==> src/hdl/temp_regs.svh <==
// Register offsets, field positions, widths and timing figures of the result formatter.
`ifndef TEMP_REGS_SVH
`define TEMP_REGS_SVH
`define ADDR_W            8
`define DATA_W            8
`define OFS_LOCAL_INT     8'h0a
`define OFS_REMOTE1_INT   8'h0b
`define OFS_REMOTE2_INT   8'h0c
`define OFS_EXT_RES       8'h06
`define LOCAL_W           10
`define REMOTE_W          11
`define ACC_W             15
`define AVG_SHIFT         4
`define AVG_COUNT         16
`define NUM_CHAN          3
`define CNT_W             4
`define CNT_LAST          4'hf
`define TIMER_W           16
`define LOCAL_FRAC_W      2
`define REMOTE_FRAC_W     3
`define EXT_LOCAL_LSB     6
`define EXT_R2_LSB        3
`define EXT_R1_LSB        0
`define MEAS_TIME_US      9600
`define CLK_MHZ           100
`define RST_BYTE          8'h00
`endif

==> src/hdl/temp_fmt_pkg.sv <==
// Types shared by the temperature result formatter.
`include "temp_regs.svh"
package temp_fmt_pkg;
  typedef enum logic [1:0] {CH_LOCAL, CH_REMOTE1, CH_REMOTE2} chan_t;
  typedef enum logic {S_WAIT, S_CONV} seq_t;
  typedef struct packed {
    seq_t                          st;
    chan_t                         chan;
    logic [`TIMER_W-1:0]           timer;
    logic                          start;
    logic [1:0]                    pub;
    logic [1:0][`CNT_W-1:0]        cnt;
    logic [1:0][`ACC_W-1:0]        acc;
    logic [1:0][`REMOTE_W-1:0]     rem;
    logic [`LOCAL_W-1:0]           local_t;
    logic [`DATA_W-1:0]            rdata;
  } fmt_state_t;
endpackage

==> src/hdl/temperature_result_formatter.sv <==
// Sequencer, averager and register read port of the three-channel temperature back end.
//
// Overview of operation
// - Local result is kept as a ten-bit signed two's complement value.
// - Local fractional bits are two, each step a quarter degree.
// - Every channel's integer part reads as an eight-bit signed byte.
// - Each remote result is an eleven-bit signed two's complement value.
// - One remote step is an eighth degree, spanning minus 128 to 127.875.
// - Remote fractional bits are three, binary eighths of a degree.
// - All fractional bits share one extended-resolution register at 0x06.
// - Each published remote result is the mean of sixteen raw conversions.
// - A full remote measurement with averaging nominally takes 9.6 ms.
// - Two independent remote channels each hold their own stored result.
`timescale 1ns/1ns
`default_nettype none
`include "temp_regs.svh"
module temperature_result_formatter
  import temp_fmt_pkg::*;
#(
  parameter int SLOT_CYCLES = `MEAS_TIME_US * `CLK_MHZ / (`AVG_COUNT * `NUM_CHAN)
) (
  // Clock and reset.
  input  wire logic                 ref_clk_i,
  input  wire logic                 rst_i,
  // Converter front end.
  output logic                      conv_start_o,
  output logic [1:0]                conv_chan_o,
  input  wire logic                 conv_done_i,
  input  wire logic [`REMOTE_W-1:0] conv_data_i,
  // Register read port.
  input  wire logic                 reg_rd_i,
  input  wire logic [`ADDR_W-1:0]   reg_addr_i,
  output logic [`DATA_W-1:0]        reg_rdata_o,
  // Full-width results.
  output logic [`LOCAL_W-1:0]       local_temp_o,
  output logic [`REMOTE_W-1:0]      remote1_temp_o,
  output logic [`REMOTE_W-1:0]      remote2_temp_o
);

  fmt_state_t cur;
  fmt_state_t next_cur;

  // Returns the channel that follows in the rotation.
  function automatic chan_t chan_after(input chan_t c);
    chan_t n;
    n = CH_LOCAL;
    case (c)
      CH_LOCAL:   n = CH_REMOTE1;
      CH_REMOTE1: n = CH_REMOTE2;
      default:    n = CH_LOCAL;
    endcase
    return n;
  endfunction

  // Returns the register byte seen at an address.
  function automatic logic [`DATA_W-1:0] reg_value(
    input logic [`ADDR_W-1:0]       a,
    input logic [`LOCAL_W-1:0]      lt,
    input logic [1:0][`REMOTE_W-1:0] rt
  );
    logic [`DATA_W-1:0] v;
    v = `RST_BYTE;
    if (a == `OFS_LOCAL_INT) begin
      v = lt[`LOCAL_W-1:`LOCAL_FRAC_W];
    end else if (a == `OFS_REMOTE1_INT) begin
      v = rt[0][`REMOTE_W-1:`REMOTE_FRAC_W];
    end else if (a == `OFS_REMOTE2_INT) begin
      v = rt[1][`REMOTE_W-1:`REMOTE_FRAC_W];
    end else if (a == `OFS_EXT_RES) begin
      v[`EXT_LOCAL_LSB +: `LOCAL_FRAC_W] = lt[`LOCAL_FRAC_W-1:0];
      v[`EXT_R2_LSB +: `REMOTE_FRAC_W] = rt[1][`REMOTE_FRAC_W-1:0];
      v[`EXT_R1_LSB +: `REMOTE_FRAC_W] = rt[0][`REMOTE_FRAC_W-1:0];
    end
    return v;
  endfunction

  always_comb begin
    logic [`ACC_W-1:0] sum;
    logic              idx;
    sum = '0;
    idx = 1'b0;
    next_cur = cur;
    next_cur.start = 1'b0;
    next_cur.pub = '0;
    case (cur.st)
      S_WAIT: begin
        // Each visit waits one slot; sixteen rotations of three slots span one measurement.
        if (cur.timer == `TIMER_W'(SLOT_CYCLES - 1)) begin
          next_cur.timer = '0;
          next_cur.start = 1'b1;
          next_cur.st = S_CONV;
        end else begin
          next_cur.timer = cur.timer + `TIMER_W'(1);
        end
      end
      S_CONV: begin
        if (conv_done_i) begin
          if (cur.chan == CH_LOCAL) begin
            next_cur.local_t = conv_data_i[`LOCAL_W-1:0];
          end else begin
            idx = (cur.chan == CH_REMOTE2);
            sum = cur.acc[idx] + {{(`ACC_W - `REMOTE_W){conv_data_i[`REMOTE_W-1]}}, conv_data_i};
            if (cur.cnt[idx] == `CNT_LAST) begin
              next_cur.rem[idx] = sum[`ACC_W-1:`AVG_SHIFT];
              next_cur.acc[idx] = '0;
              next_cur.pub[idx] = 1'b1;
            end else begin
              next_cur.acc[idx] = sum;
            end
            next_cur.cnt[idx] = cur.cnt[idx] + `CNT_W'(1);
          end
          next_cur.chan = chan_after(cur.chan);
          next_cur.st = S_WAIT;
        end
      end
      default: begin
        next_cur.st = S_WAIT;
      end
    endcase
    if (reg_rd_i) begin
      next_cur.rdata = reg_value(reg_addr_i, cur.local_t, cur.rem);
    end
  end

  always_ff @(posedge ref_clk_i or posedge rst_i) begin
    if (rst_i) begin
      cur <= '0;
    end else begin
      cur <= next_cur;
    end
  end

  assign conv_start_o   = cur.start;
  assign conv_chan_o    = cur.chan;
  assign reg_rdata_o    = cur.rdata;
  assign local_temp_o   = cur.local_t;
  assign remote1_temp_o = cur.rem[0];
  assign remote2_temp_o = cur.rem[1];

  generate
    for (genvar g = 0; g < 2; g++) begin : g_rem
      localparam chan_t own_chan = g ? CH_REMOTE2 : CH_REMOTE1;

    end
  endgenerate
endmodule
`default_nettype wire
==> config.mk <==
export PLATFORM = sky130hd
export DESIGN_NAME = temperature_result_formatter
export DESIGN_NICKNAME = d
export VERILOG_FILES = /design/src/hdl/temp_fmt_pkg.sv /design/src/hdl/temperature_result_formatter.sv
export VERILOG_INCLUDE_DIRS = /design/src /design/src/hdl
export SDC_FILE = /design/constraint.sdc
export NUM_CORES = 1
export LEC_CHECK = 0
export ABC_AREA = 1
export BUFFER_PORTS_ARGS = -buffer_cell sky130_fd_sc_hd__buf_2
export CELL_PAD_IN_SITES_DETAIL_PLACEMENT = 1
export CELL_PAD_IN_SITES_GLOBAL_PLACEMENT = 1
export CORE_UTILIZATION = 47
export CTS_CLUSTER_SIZE = 28
export DETAILED_ROUTE_END_ITERATION = 10
export GPL_TIMING_DRIVEN = 0
export PLACE_DENSITY = 0.95
export REMOVE_ABC_BUFFERS = 1
export SLEW_MARGIN = 30
export SYNTH_ARGS = -nofsm -noshare
export SYNTH_HDL_FRONTEND = slang
export SYNTH_SLANG_ARGS = --single-unit
export TNS_END_PERCENT = 30
==> constraint.sdc <==
create_clock -name ref_clk_i -period 4.1 [get_ports ref_clk_i]
set_input_delay 0.205 -clock ref_clk_i [delete_from_list [all_inputs] [get_ports ref_clk_i]]
set_output_delay 0.205 -clock ref_clk_i [all_outputs]
set_load 0.1 [all_outputs]
# After elaboration in Yosys (flattened, before gate mapping)

Index checks and enable logic that the tools add are counted.

Bits in registers: 98
Bits of input ports: 23
Output and inout port bits: 43
Word-level logic and storage cells: 59

Add/subtract/negate cells: 3
Magnitude comparators: 2
Equality and inequality tests: 8
Muxes and demuxes: 24
Bitwise operators: 4
Reduce and logical (&&, ||, !) cells: 6

Operators by type and width:

| operator                                               | number |
|---|---|
| 2-to-1 mux 15 bit                                      | 3 |
| 2-to-1 mux 8 bit                                       | 4 |
| AND 30 bit                                             | 1 |
| bitwise mux 30 bit                                     | 1 |
| 2-to-1 mux 30 bit                                      | 1 |
| inverter 30 bit                                        | 1 |
| equality test 8 x 4 -> 1 bit (second input constant)   | 3 |
| bitwise mux 22 bit                                     | 1 |
| adder 16 x 1 -> 16 bit (second input constant)         | 1 |
| equality test 16 x 15 -> 1 bit (second input constant) | 1 |
| 2-to-1 mux 16 bit                                      | 1 |
| adder 15 bit                                           | 1 |
| demux 15 bit (select 1 bit)                            | 1 |
| 2-to-1 mux 4 bit                                       | 3 |
| demux 11 bit (select 1 bit)                            | 1 |
| 2-to-1 mux 11 bit                                      | 1 |
| bitwise mux 8 bit                                      | 1 |
| equality test 8 x 3 -> 1 bit (second input constant)   | 1 |
| AND reduction 3 bit                                    | 2 |
| adder 4 x 1 -> 4 bit (second input constant)           | 1 |
| demux 4 bit (select 1 bit)                             | 1 |
| equality test 4 bit (second input constant)            | 1 |
| one-hot mux 2 bit (2 select lines)                     | 1 |
| AND reduction 4 bit                                    | 1 |
| other kinds (11)                                       | 13 |

# Longest topological paths before layout

Gate-level depths: netlist (run 1).

Word-level depth: 8
Depth in mapped cells: 18
Depth with buffers taken out: 16

# Least setup slack after synthesis (run 1)

OpenSTA, ideal clock, no wires.

Path kind: reg-to-reg
Start point: register cur (netlist bit conv_chan_o[0])
End point: register cur (netlist bit remote2_temp_o[0])
Setup time: 0.120 ns
Arrival time: 2.270 ns
Data required time: 3.980 ns
Path slack: 1.711 ns
Stages on the path, launching flop included: 17
Path buffers: 2
Clock period less this slack: 2.389 ns
Path through: dfrtp_1 > inv_1 > nand2_1 > buf_6 > clkbuf_1 > nand2_1 > o21ai_0 > ha_1 > inv_1 > fa_1 > inv_1 > nand3_1 > nand2_1 > xnor2_1 > nand2_1 > o21ai_0 > inv_1

Word-level cells in the longest chain between the ends: 6
Elaborated cells on any way between the ends: 16
Those cells by class: add/sub (1); order compare (2); eq/ne (2); mux (7); bitwise (1); reduce/logical (3)

Ends and longest elaborated chain:

| element                                                              | RTL line                            | text |
|---|---|---|
| start: declaration                                                   | temperature_result_formatter.sv:40  | `fmt_state_t cur;` |
| start signal: assignment                                             | temperature_result_formatter.sv:129 | `cur <= next_cur;` |
| parallel branches: the longest is 6 deep, another holds adder 15 bit | -                                   |  |

Parallel ways; which one is timed is not known. The select of a mux whose other input is x is not followed.
A chain may end at the register's enable or synchronous reset.

# Worst setup path after layout (run 1)

Start point: register cur (netlist bit conv_chan_o[0])
End point: register cur (netlist bit remote2_temp_o[6])

Same word-level chain as after synthesis.

==> results of run 1 <==
## power by group through the flow
stage / sequential [mW] / combinational, mW / clock [mW]
after detailed placement: 1.13 / 0.678 / 0
after CTS: 1.11 / 0.719 / 0.871
after floorplan: 1.16 / 0.436 / 0
final: 1.12 / 0.732 / 0.869
after global routing: 1.12 / 0.803 / 0.895
after global placement: 1.12 / 0.616 / 0
## cells in the mapped netlist (all sizes together)
cell	instances	area, um2
nor4	1	6.26
dfrtp	98	2450
o22ai	5	31.3
nor3	10	61.3
or2	3	18.8
nand2	281	1060
mux2	9	101
inv	96	360
xnor2	5	43.8
nand4	17	106
nand3b	3	22.5
nor2	37	155
fa	1	20.0
buf	49	365
xor2	6	52.6
ha	19	238
o21ai	33	169
a21oi	11	55.1
nand3	82	423
clkbuf	8	30.0
## worst max-delay path: cells and delay by family (launching register included)
kind | cells | cell delay [ns]
DFF | 1 | 0.42
AOI/OAI and AO/OA | 1 | 0.60
adders and majority gates | 1 | 0.38
and+or+nand+nor | 8 | 1.51
buffers and inverters | 2 | 0.23
## sequential cells by signal, indices dropped and copies added, names as in the netlist
register	cells
local_temp_o	10
conv_chan_o	2
remote2_temp_o	11
conv_start_o	1
reg_rdata_o	8
cur	55
remote1_temp_o	11
## cell families after synthesis
kind of cell               share of synthesized area
muxes                                         0.0176
buffers and inverters                          0.131
AOI/OAI and AO/OA                             0.0442
adders and majority gates                     0.0446
and+or+nand+nor                                0.321
DFF                                            0.425
xor gates and xnor gates                      0.0167
## how the worst max path moves through the flow
stage | slack [ns] | cells past startpoint | from | end
floorplan | 0.81 | 12 | conv_chan_o[1] | remote2_temp_o[0]
global placement | 0.31 | 2 | rst_i | cur[42]
global route | 0.68 | 11 | conv_chan_o[0] | cur[61]
CTS | 0.89 | 11 | conv_chan_o[0] | cur[61]
detailed placement | 1.13 | 12 | conv_chan_o[0] | remote2_temp_o[2]
finish | 0.82 | 12 | conv_chan_o[0] | remote2_temp_o[6]
## timing repair
item / 4_1_cts / 5_1_grt
gates resized for setup: 0 / 0
hold endpoints to repair: 43 / 0
hold buffers: 1 / 0
## per-stage QoR
| step | worst slack (ns) | utilization |
|---|---|---|
| 2_1_floorplan | 0.808 | - |
| 3_3_place_gp | 0.310 | 0.490 |
| 3_5_place_dp | 1.13 | 0.493 |
| 4_1_cts | 0.885 | 0.518 |
| 5_1_grt | 0.680 | 0.518 |
| 6_report | 0.824 | 0.518 |
## layout make-up
type,instances,area [um2],share of cell area
Inverter,96,365,0.0587
Sequential cell,98,2450,0.394
Timing Repair Buffer,67,363,0.0583
Multi-Input combinational cell,523,2580,0.414
Clock buffer,10,229,0.0368
Clock inverter,4,53.8,0.00864
Tap cell,147,184,0.0296
## per-layer routing
metal | global-route usage | part of all wire
met3 | 0.0723 | 0.062
met1 | 0.364 | 0.38
met5 | 0 | 0
met4 | 0.240 | 0.065
met2 | 0.578 | 0.50
==> run_results.csv, run 1 <==
group,metric,value,unit
status,status,"completed",
place,finalWeightedCongestion,0.884,
power_and_ir_drop,p_switching,1000,uW
global_route,antenna_found_initial,0,
power_and_ir_drop,peakVddDrop,0.000219,V
worst_setup_path,r2r_end,"remote2_temp_o[6]",
drt,via_per_inst,5.96,
sta,worst_pin_slew,1.03,ns
clocking,htree_num_levels,3,
layout,layout.nets,838,
clocking,clk_pin_slew,0.07,ns
drt,ant_nets,0,
worst_setup_path,arrival,3.51,ns
worst_setup_path,crit_chain,"inv_1 -> nand2_2 -> o21ai_0 -> ha_1 -> nand2_1 -> inv_1 -> nand2_1 -> nand3_1 -> nand2_1 -> nand3b_1 -> nand3_1 -> nand2_1",
die,num_io_pins,66,
drt,vias,5632,
synthesis,ys_seq_elements,98,
sta,clock_skew,0.00774,ns
worst_setup_path,startpoint_type,"register",
power_and_ir_drop,swShare,0.368,
hold_path,worstHoldPathCells,2,
sta,rsz0062_at_grt,"no",
sta,timing.setup.tns,0,ns
synthesis,ys_warn_count,0,
worst_setup_path,critPathRequiredTime,4.34,ns
worst_setup_path,crit_slowest_cell,"o21ai_0",
synthesis,yosysSeqAreaShare,0.425,
global_route,grt_pass1_vias,6210,
clocking,cts_tree,"done",
layout,drive_gt1_frac,0.132,
hold_path,hold_path_end,"cur[99]",
layout,final_cell_mix,"nand2_1 (277), dfrtp_1 (98), inv_1 (92), nand3_1 (81), buf_2 (65)",
global_route,grtUsageTotal,0.334,
die,start_util,0.481,
global_route,grt_overflow,0,
layout,fillers,1531,
power_and_ir_drop,pwr-share-seq,0.411,
worst_setup_path,cpMostUsedCell,"nand2_1",
synthesis,synth_cell_types,28,
place,place_area,5930,um2
power_and_ir_drop,power.density,436,nW/um2
sta,max-slew-margin-rel,0.316,
drt,route.detailed.drc,0,
worst_setup_path,reg2reg_depth,12,
clocking,post_cts_buffers,0,
layout,areaGrowthSynthToFinish,7.78,%
run,drv_cap,0,
layout,num_antenna_cells,0,
drt,wirelength,19900,um
layout,mostFrequentLayoutCell,"nand2_1",
drt,first_iter_violations,550,
clocking,cts_buffer_depth,2,
die,fp.dieH,113,um
synthesis,synth_area,5770,um2
synthesis,synth_cells,774,
hold_path,holdCritStartpoint,"conv_done_i",
worst_setup_path,slowest_delay,0.60,ns
place,portBuffers,65,
power_and_ir_drop,p_int,1.72,mW
drt,first_pass_iters,5,
place,place_inst,930,
layout,fin_cells,945,
sta,post-route-period-util,0.799,
clocking,cts_num_sinks,98,
sta,drv_slew,0,
power_and_ir_drop,leakage,3.56,nW
power_and_ir_drop,clkPwrFrac,0.320,
worst_setup_path,reg2reg_from,"conv_chan_o[0]",
drt,wl_per_cell,21.1,um
die,core_area,12000,um2
sta,hold_slack,0.0778,ns
power_and_ir_drop,share_comb_of_total_power,0.270,
power_and_ir_drop,finalPower,2.72,mW
sta,hold_violations,0,
worst_setup_path,r2r_slack,0.82,ns
die,num_rows,40,
global_route,grt_pass1_wl,32300,um
sta,finalSetupViolCount,0,
worst_setup_path,cp_max_fo,29,
global_route,grt_max_degree,56,
worst_setup_path,timing_worst_setup_path_type,"register to register",
synthesis,synth.avg_cell_area,7.46,um2
sta,finalCriticalPeriod,3.28,ns
clocking,root_buffer,"clkbuf_16",
place,hpwl,12800,um
sta,clock.fmax,305,MHz
hold_path,hold_path_class,"input port to register",
clocking,cts_buffers,9,
worst_setup_path,cp-end-kind,"register",
layout,design_area,6220,um2
die,die_area,12700,um2
die,die_x,113,um
clocking,clk_latency,0.36,ns
Note: power is estimated with default switching activity, not from simulation.
==> run 2: changes to the inputs <==
ABC_AREA = 0   (was 1)
CORE_UTILIZATION = 46   (was 47)
PLACE_DENSITY = 0.91   (was 0.95)
clock period = 3.08 ns   (was 4.1 ns; I/O delays follow)
==> run 2 against run 1 <==
Utilization grew 0.33 points. Global-route usage shrank 8.1 points. Flip-flop and latch count is the same. Worst setup slack lost 0.73 ns. Critical path depth shrank 1. Clock skew grew 0.0045 ns. Clock power grew 23%. Sequential power grew 30%. Synthesized area shrank 5.9%. Via count shrank 26%. Critical path type unchanged. Largest power group unchanged.
==> run_results.csv, run 2 <==
group,metric,value,unit
status,status,"completed",
synthesis,synth-compound-area-share,0.147,
worst_setup_path,cp-end-kind,"register",
place,place_inst,683,
layout,design_area,5980,um2
layout,mostFrequentLayoutCell,"dfrtp_1",
hold_path,hold_path_class,"input port to register",
place,portBuffers,65,
die,core_area,11500,um2
run,drv_cap,0,
synthesis,synthSimpleGateAreaFrac,0.146,
global_route,grt_pass1_wl,24100,um
worst_setup_path,timing_worst_setup_path_type,"register to register",
synthesis,ys_top_cells_by_area,"dfrtp_1 (45%), mux2_2 (6.4%), buf_4 (5.9%), nand2_1 (4.9%), ha_1 (4.4%)",
synthesis,synth_cells,533,
power_and_ir_drop,power.density,538,nW/um2
place,finalWeightedCongestion,0.917,
sta,drv_slew,0,
clocking,cts_num_sinks,98,
power_and_ir_drop,leakage,2.89,nW
synthesis,synth-xor-area-share,0.0548,
synthesis,synth.area.mux_share,0.0721,
layout,layout.nets,602,
sta,worst_pin_slew,0.793,ns
die,num_rows,39,
worst_setup_path,arrival,3.20,ns
layout,largest_reg_flops,55,
die,start_util,0.474,
synthesis,yosys.area_share.adder,0.0474,
layout,num_antenna_cells,0,
clocking,cts_buffer_depth,2,
clocking,cts_buffers,9,
synthesis,yosysSeqAreaShare,0.451,
global_route,antenna_found_initial,0,
clocking,root_buffer,"clkbuf_16",
clocking,clk_pin_slew,0.07,ns
sta,hold_slack,0.0736,ns
global_route,grt_pass1_vias,4538,
layout,fillers,1264,
die,fp.dieH,111,um
global_route,grt_overflow,0,
sta,post-route-period-util,0.969,
synthesis,synth_ff_type,"dfrtp_1",
clocking,cts_tree,"done",
place,hpwl,10200,um
synthesis,synth-edff-count,0,
clocking,htree_num_levels,3,
power_and_ir_drop,peakVddDrop,0.000481,V
die,die_area,12300,um2
synthesis,synth_cell_types,56,
global_route,grtUsageTotal,0.252,
sta,finalCriticalPeriod,2.98,ns
sta,clock.fmax,335,MHz
synthesis,synth.avg_cell_area,10.2,um2
hold_path,worstHoldPathCells,2,
power_and_ir_drop,finalPower,3.22,mW
synthesis,ys_seq_elements,98,
synthesis,yosys.area.top_type,"dfrtp_1",
drt,vias,4178,
layout,areaGrowthSynthToFinish,10.0,%
worst_setup_path,critPathRequiredTime,3.30,ns
synthesis,synth_top_family_by_area,"compound AO/OA/AOI/OAI gates",
synthesis,synth_area,5440,um2
synthesis,synth_most_common_cell,"dfrtp_1",
synthesis,synth_common_cells,"dfrtp_1 (98), nand2_1 (71), buf_4 (43)",
worst_setup_path,startpoint_type,"register",
worst_setup_path,reg2reg_depth,11,
sta,finalSetupViolCount,0,
drt,first_iter_violations,281,
die,num_io_pins,66,
worst_setup_path,cp_max_fo,7,
layout,fin_cells,705,
place,place_area,5580,um2
sta,max-slew-margin-rel,0.468,
drt,route.detailed.drc,0,
synthesis,ys_warn_count,0,
layout,drive_gt1_frac,0.274,
drt,wl_per_cell,21.3,um
layout,regMostFlops,"cur",
drt,first_pass_iters,4,
drt,ant_nets,0,
sta,hold_violations,0,
sta,timing.setup.tns,0,ns
global_route,grt_max_degree,74,
drt,via_per_inst,5.93,
synthesis,synth_top_area_share,0.451,
clocking,clk_latency,0.35,ns
sta,clock_skew,0.0123,ns
synthesis,synthArstFlopShare,1.00,
die,die_x,111,um
layout,final_cell_mix,"dfrtp_1 (96), nand2_1 (70), buf_2 (65), nor2_1 (34), mux2_2 (31)",
drt,wirelength,15000,um
## run 2: changes by cell type after synthesis, sizes merged, moves of 6 or more
cell	delta
o31ai	+7
xnor2	+18
a21oi	+26
nand2b	+8
nand3	-68
a22o	+10
nand4	-13
a2bb2oi	+14
inv	-88
nor2b	+6
mux2	+24
nand2	-209
## run 2: area by class of cell
class                      instances  area (um2)  area share
inverter                           8        35.0     0.00586
timing repair buffer              74         428      0.0716
sequential                        98        2450       0.411
clock buffer                      12         256      0.0429
clock inverter                     2        13.8     0.00230
tap                              143         179      0.0299
multi-input combinational        368        2610       0.437
## run 2: report_power, final
| part | internal [mW] | total [mW] | switching, mW | leakage, nW |
|---|---|---|---|---|
| combinational | 0.222 | 0.687 | 0.465 | 1.43 |
| clock | 0.584 | 1.07 | 0.486 | 0.134 |
| sequential | 1.37 | 1.46 | 0.0895 | 1.32 |
| total | 2.18 | 3.22 | 1.04 | 2.89 |
## run 2: stage by stage
stage               setup WS [ns]   util
finish                     0.0969  0.521
global route              -0.0324  0.521
CTS                        0.0185  0.515
detailed placement         -0.396  0.487
global placement           -0.618  0.482
floorplan                  -0.606      -
## run 2: cells by family after synthesis
logic type | after synthesis
compound gates | 118
simple gates | 160
mux | 35
fa+ha+maj | 20
flops | 98
xor+xnor | 34
buf+inv | 68
## run 2: worst max-delay path, cell delays in order (launching register included)
cell and delay (ns):
dfrtp_2 0.49, nor2b_4 0.20, mux2_2 0.20, ha_1 0.18
inv_1 0.06, fa_1 0.39, nand2b_1 0.22, a21oi_2 0.28
nor2b_1 0.15, o21ai_1 0.32, xnor2_1 0.22, o21ai_0 0.14
## run 2: worst paths after layout
| path | startpoint | endpoint | slack [ns] |
|---|---|---|---|
| hold reg to reg | cur[96] | cur[96] | 0.47 |
| setup reg to reg | conv_chan_o[0] | remote2_temp_o[4] | 0.1 |
| min in group asynchronous | rst_i | reg_rdata_o[1] | 0.31 |
| max in group asynchronous | rst_i | conv_chan_o[0] | 2.11 |
| setup / recovery | conv_chan_o[0] | remote2_temp_o[4] | 0.1 |
| hold / removal | conv_data_i[7] | local_temp_o[7] | 0.07 |
## run 2: repair_timing
item | in CTS | in global routing
buffers inserted | 1 | 5
cloned | 1 | 0
pin swaps | 0 | 3
endpoints found under the hold margin | 25 | 0
gates resized for setup | 5 | 10
endpoints found under the setup margin | 41 | 28
hold buffers | 1 | 0
## run 2: layer usage
metal  routed length, um  global-route usage  vias up
met4                 583               0.129        0
li1                    -                   -     1885
met2                7800               0.438      112
met1                6130               0.305     2130
met5                   0                   0        -
met3                 478              0.0361       51
==> run 3: changes to the inputs <==
CORE_ASPECT_RATIO = 0.8   (was unset)
PLACE_DENSITY = 0.89   (was 0.91)
==> run 3 against run 2 <==
Worst hold slack worse by 0.0071 ns. Worst setup slack worse by 0.047 ns. Non-clock buffer count is 1 higher. Routed wire length is 1.5% higher. Final area is 0.52% higher. Sequential share of layout area is 0.21 points lower. Clock power is 4% higher. Via count is 0.29% lower. Combinational power is 2% higher. Fmax is 1.5% lower. Largest cell class unchanged. Power is 1.5% higher. Critical endpoint is now cur[53].
==> run_results.csv, run 3 (same netlist as run 2, synthesis figures left out) <==
group,metric,value,unit
clocking,cts_buffers,9,
layout,layout.nets,603,
worst_setup_path,cp-end-kind,"register",
sta,finalCriticalPeriod,3.03,ns
worst_setup_path,critPathRequiredTime,3.32,ns
global_route,grt_max_degree,53,
drt,wl_per_cell,21.3,um
place,hpwl,9910,um
worst_setup_path,timing_worst_setup_path_type,"register to register",
drt,ant_nets,0,
clocking,cts_buffer_depth,2,
layout,final_cell_mix,"dfrtp_1 (96), nand2_1 (70), buf_2 (65), nor2_1 (34), mux2_2 (31)",
global_route,grtUsageTotal,0.254,
run,drv_cap,0,
sta,post-route-period-util,0.984,
place,place_inst,688,
global_route,grt_pass1_wl,23500,um
die,die_area,12300,um2
die,num_rows,35,
clocking,cts_tree,"done",
sta,finalSetupViolCount,0,
power_and_ir_drop,power.density,543,nW/um2
global_route,antenna_found_initial,0,
die,die_x,124,um
place,portBuffers,65,
layout,drive_gt1_frac,0.283,
die,fp.dieH,99.2,um
layout,fillers,1281,
place,finalWeightedCongestion,0.840,
worst_setup_path,arrival,3.27,ns
global_route,grt_pass1_vias,4443,
clocking,cts_num_sinks,98,
clocking,clk_latency,0.35,ns
sta,clock.fmax,330,MHz
die,num_io_pins,66,
clocking,clk_pin_slew,0.07,ns
status,status,"completed",
drt,via_per_inst,5.84,
power_and_ir_drop,peakVddDrop,0.000260,V
die,core_area,11500,um2
sta,clock_skew,0.00686,ns
worst_setup_path,cp_max_fo,7,
sta,rsz0062_at_grt,"yes",
sta,worst_pin_slew,0.710,ns
layout,mostFrequentLayoutCell,"dfrtp_1",
power_and_ir_drop,finalPower,3.26,mW
clocking,root_buffer,"clkbuf_16",
drt,wirelength,15200,um
clocking,htree_num_levels,3,
hold_path,hold_path_class,"input port to register",
drt,first_pass_iters,4,
layout,regMostFlops,"cur",
layout,num_antenna_cells,0,
sta,hold_violations,0,
layout,largest_reg_flops,55,
die,start_util,0.472,
drt,route.detailed.drc,0,
drt,vias,4166,
layout,fin_cells,713,
drt,first_iter_violations,332,
power_and_ir_drop,leakage,2.90,nW
worst_setup_path,startpoint_type,"register",
sta,drv_slew,0,
layout,areaGrowthSynthToFinish,10.6,%
sta,max-slew-margin-rel,0.526,
global_route,grt_overflow,0,
[run 3: where the power goes]
part	internal, mW	switching (mW)
clock network	0.564	0.542
logic	0.223	0.476
registers	1.37	0.0880
[run 3: critical path: stages, from the launching register on]
cell and delay, ns:
dfrtp_2 0.49, nor2b_4 0.24, buf_4 0.17, mux2_2 0.36, ha_1 0.32, a21oi_1 0.22, nand2_1 0.16, o21ai_4 0.26
a21oi_2 0.13, o21a_1 0.27, o41ai_2 0.31
[run 3: layer usage]
metal | GRT usage | wire length [um] | vias to the layer above
li1 | - | - | 1880
met1 | 0.313 | 6180 | 2116
met2 | 0.444 | 7920 | 128
met3 | 0.0459 | 660 | 42
met4 | 0.0862 | 456 | 0
met5 | 0 | 0 | -
[run 3: metrics by stage]
step           hold WS, ns  utilization  cell area, um2  TNS, ns  setup slack [ns]
3_3_place_gp         0.409        0.480            5530   -75.84            -0.613
3_5_place_dp         0.214        0.485            5590    -5.66            -0.334
6_report            0.0665        0.522            6010        0            0.0502
4_1_cts             0.0570        0.517            5950        0            0.0146
5_1_grt             0.0536        0.522            6010   -0.288           -0.0699
2_1_floorplan        0.239            -            5020   -18.25            -0.606
[run 3: final timing paths]
check | start | to | slack [ns] | depth (start not counted)
max in group asynchronous | rst_i | local_temp_o[9] | 2.09 | 4
max reg2reg | conv_chan_o[0] | cur[53] | 0.05 | 10
min | conv_data_i[7] | local_temp_o[7] | 0.07 | 2
min reg2reg | cur[96] | cur[96] | 0.48 | 1
min in group asynchronous | rst_i | conv_start_o | 0.38 | 3
max | conv_chan_o[0] | cur[53] | 0.05 | 10
[run 3: final cells by class]
| cell class | instances | area, um2 | area share |
|---|---|---|---|
| clock buffers | 9 | 225 | 0.0375 |
| clock inverters | 7 | 61.3 | 0.0102 |
| inverters | 8 | 35.0 | 0.00583 |
| multi-input cells | 368 | 2630 | 0.437 |
| flip-flops and latches | 98 | 2450 | 0.408 |
| well taps | 148 | 185 | 0.0308 |
| repair buffers | 75 | 423 | 0.0704 |
[run 3: timing repair]
action / in CTS / in global routing
setup buffers: 5 / 2
hold buffers: 1 / 0
endpoints found under the setup margin: 39 / 28
resized for setup: 4 / 13
endpoints found under the hold margin: 46 / 0
pin swaps: 0 / 2
gates cloned: 1 / 0
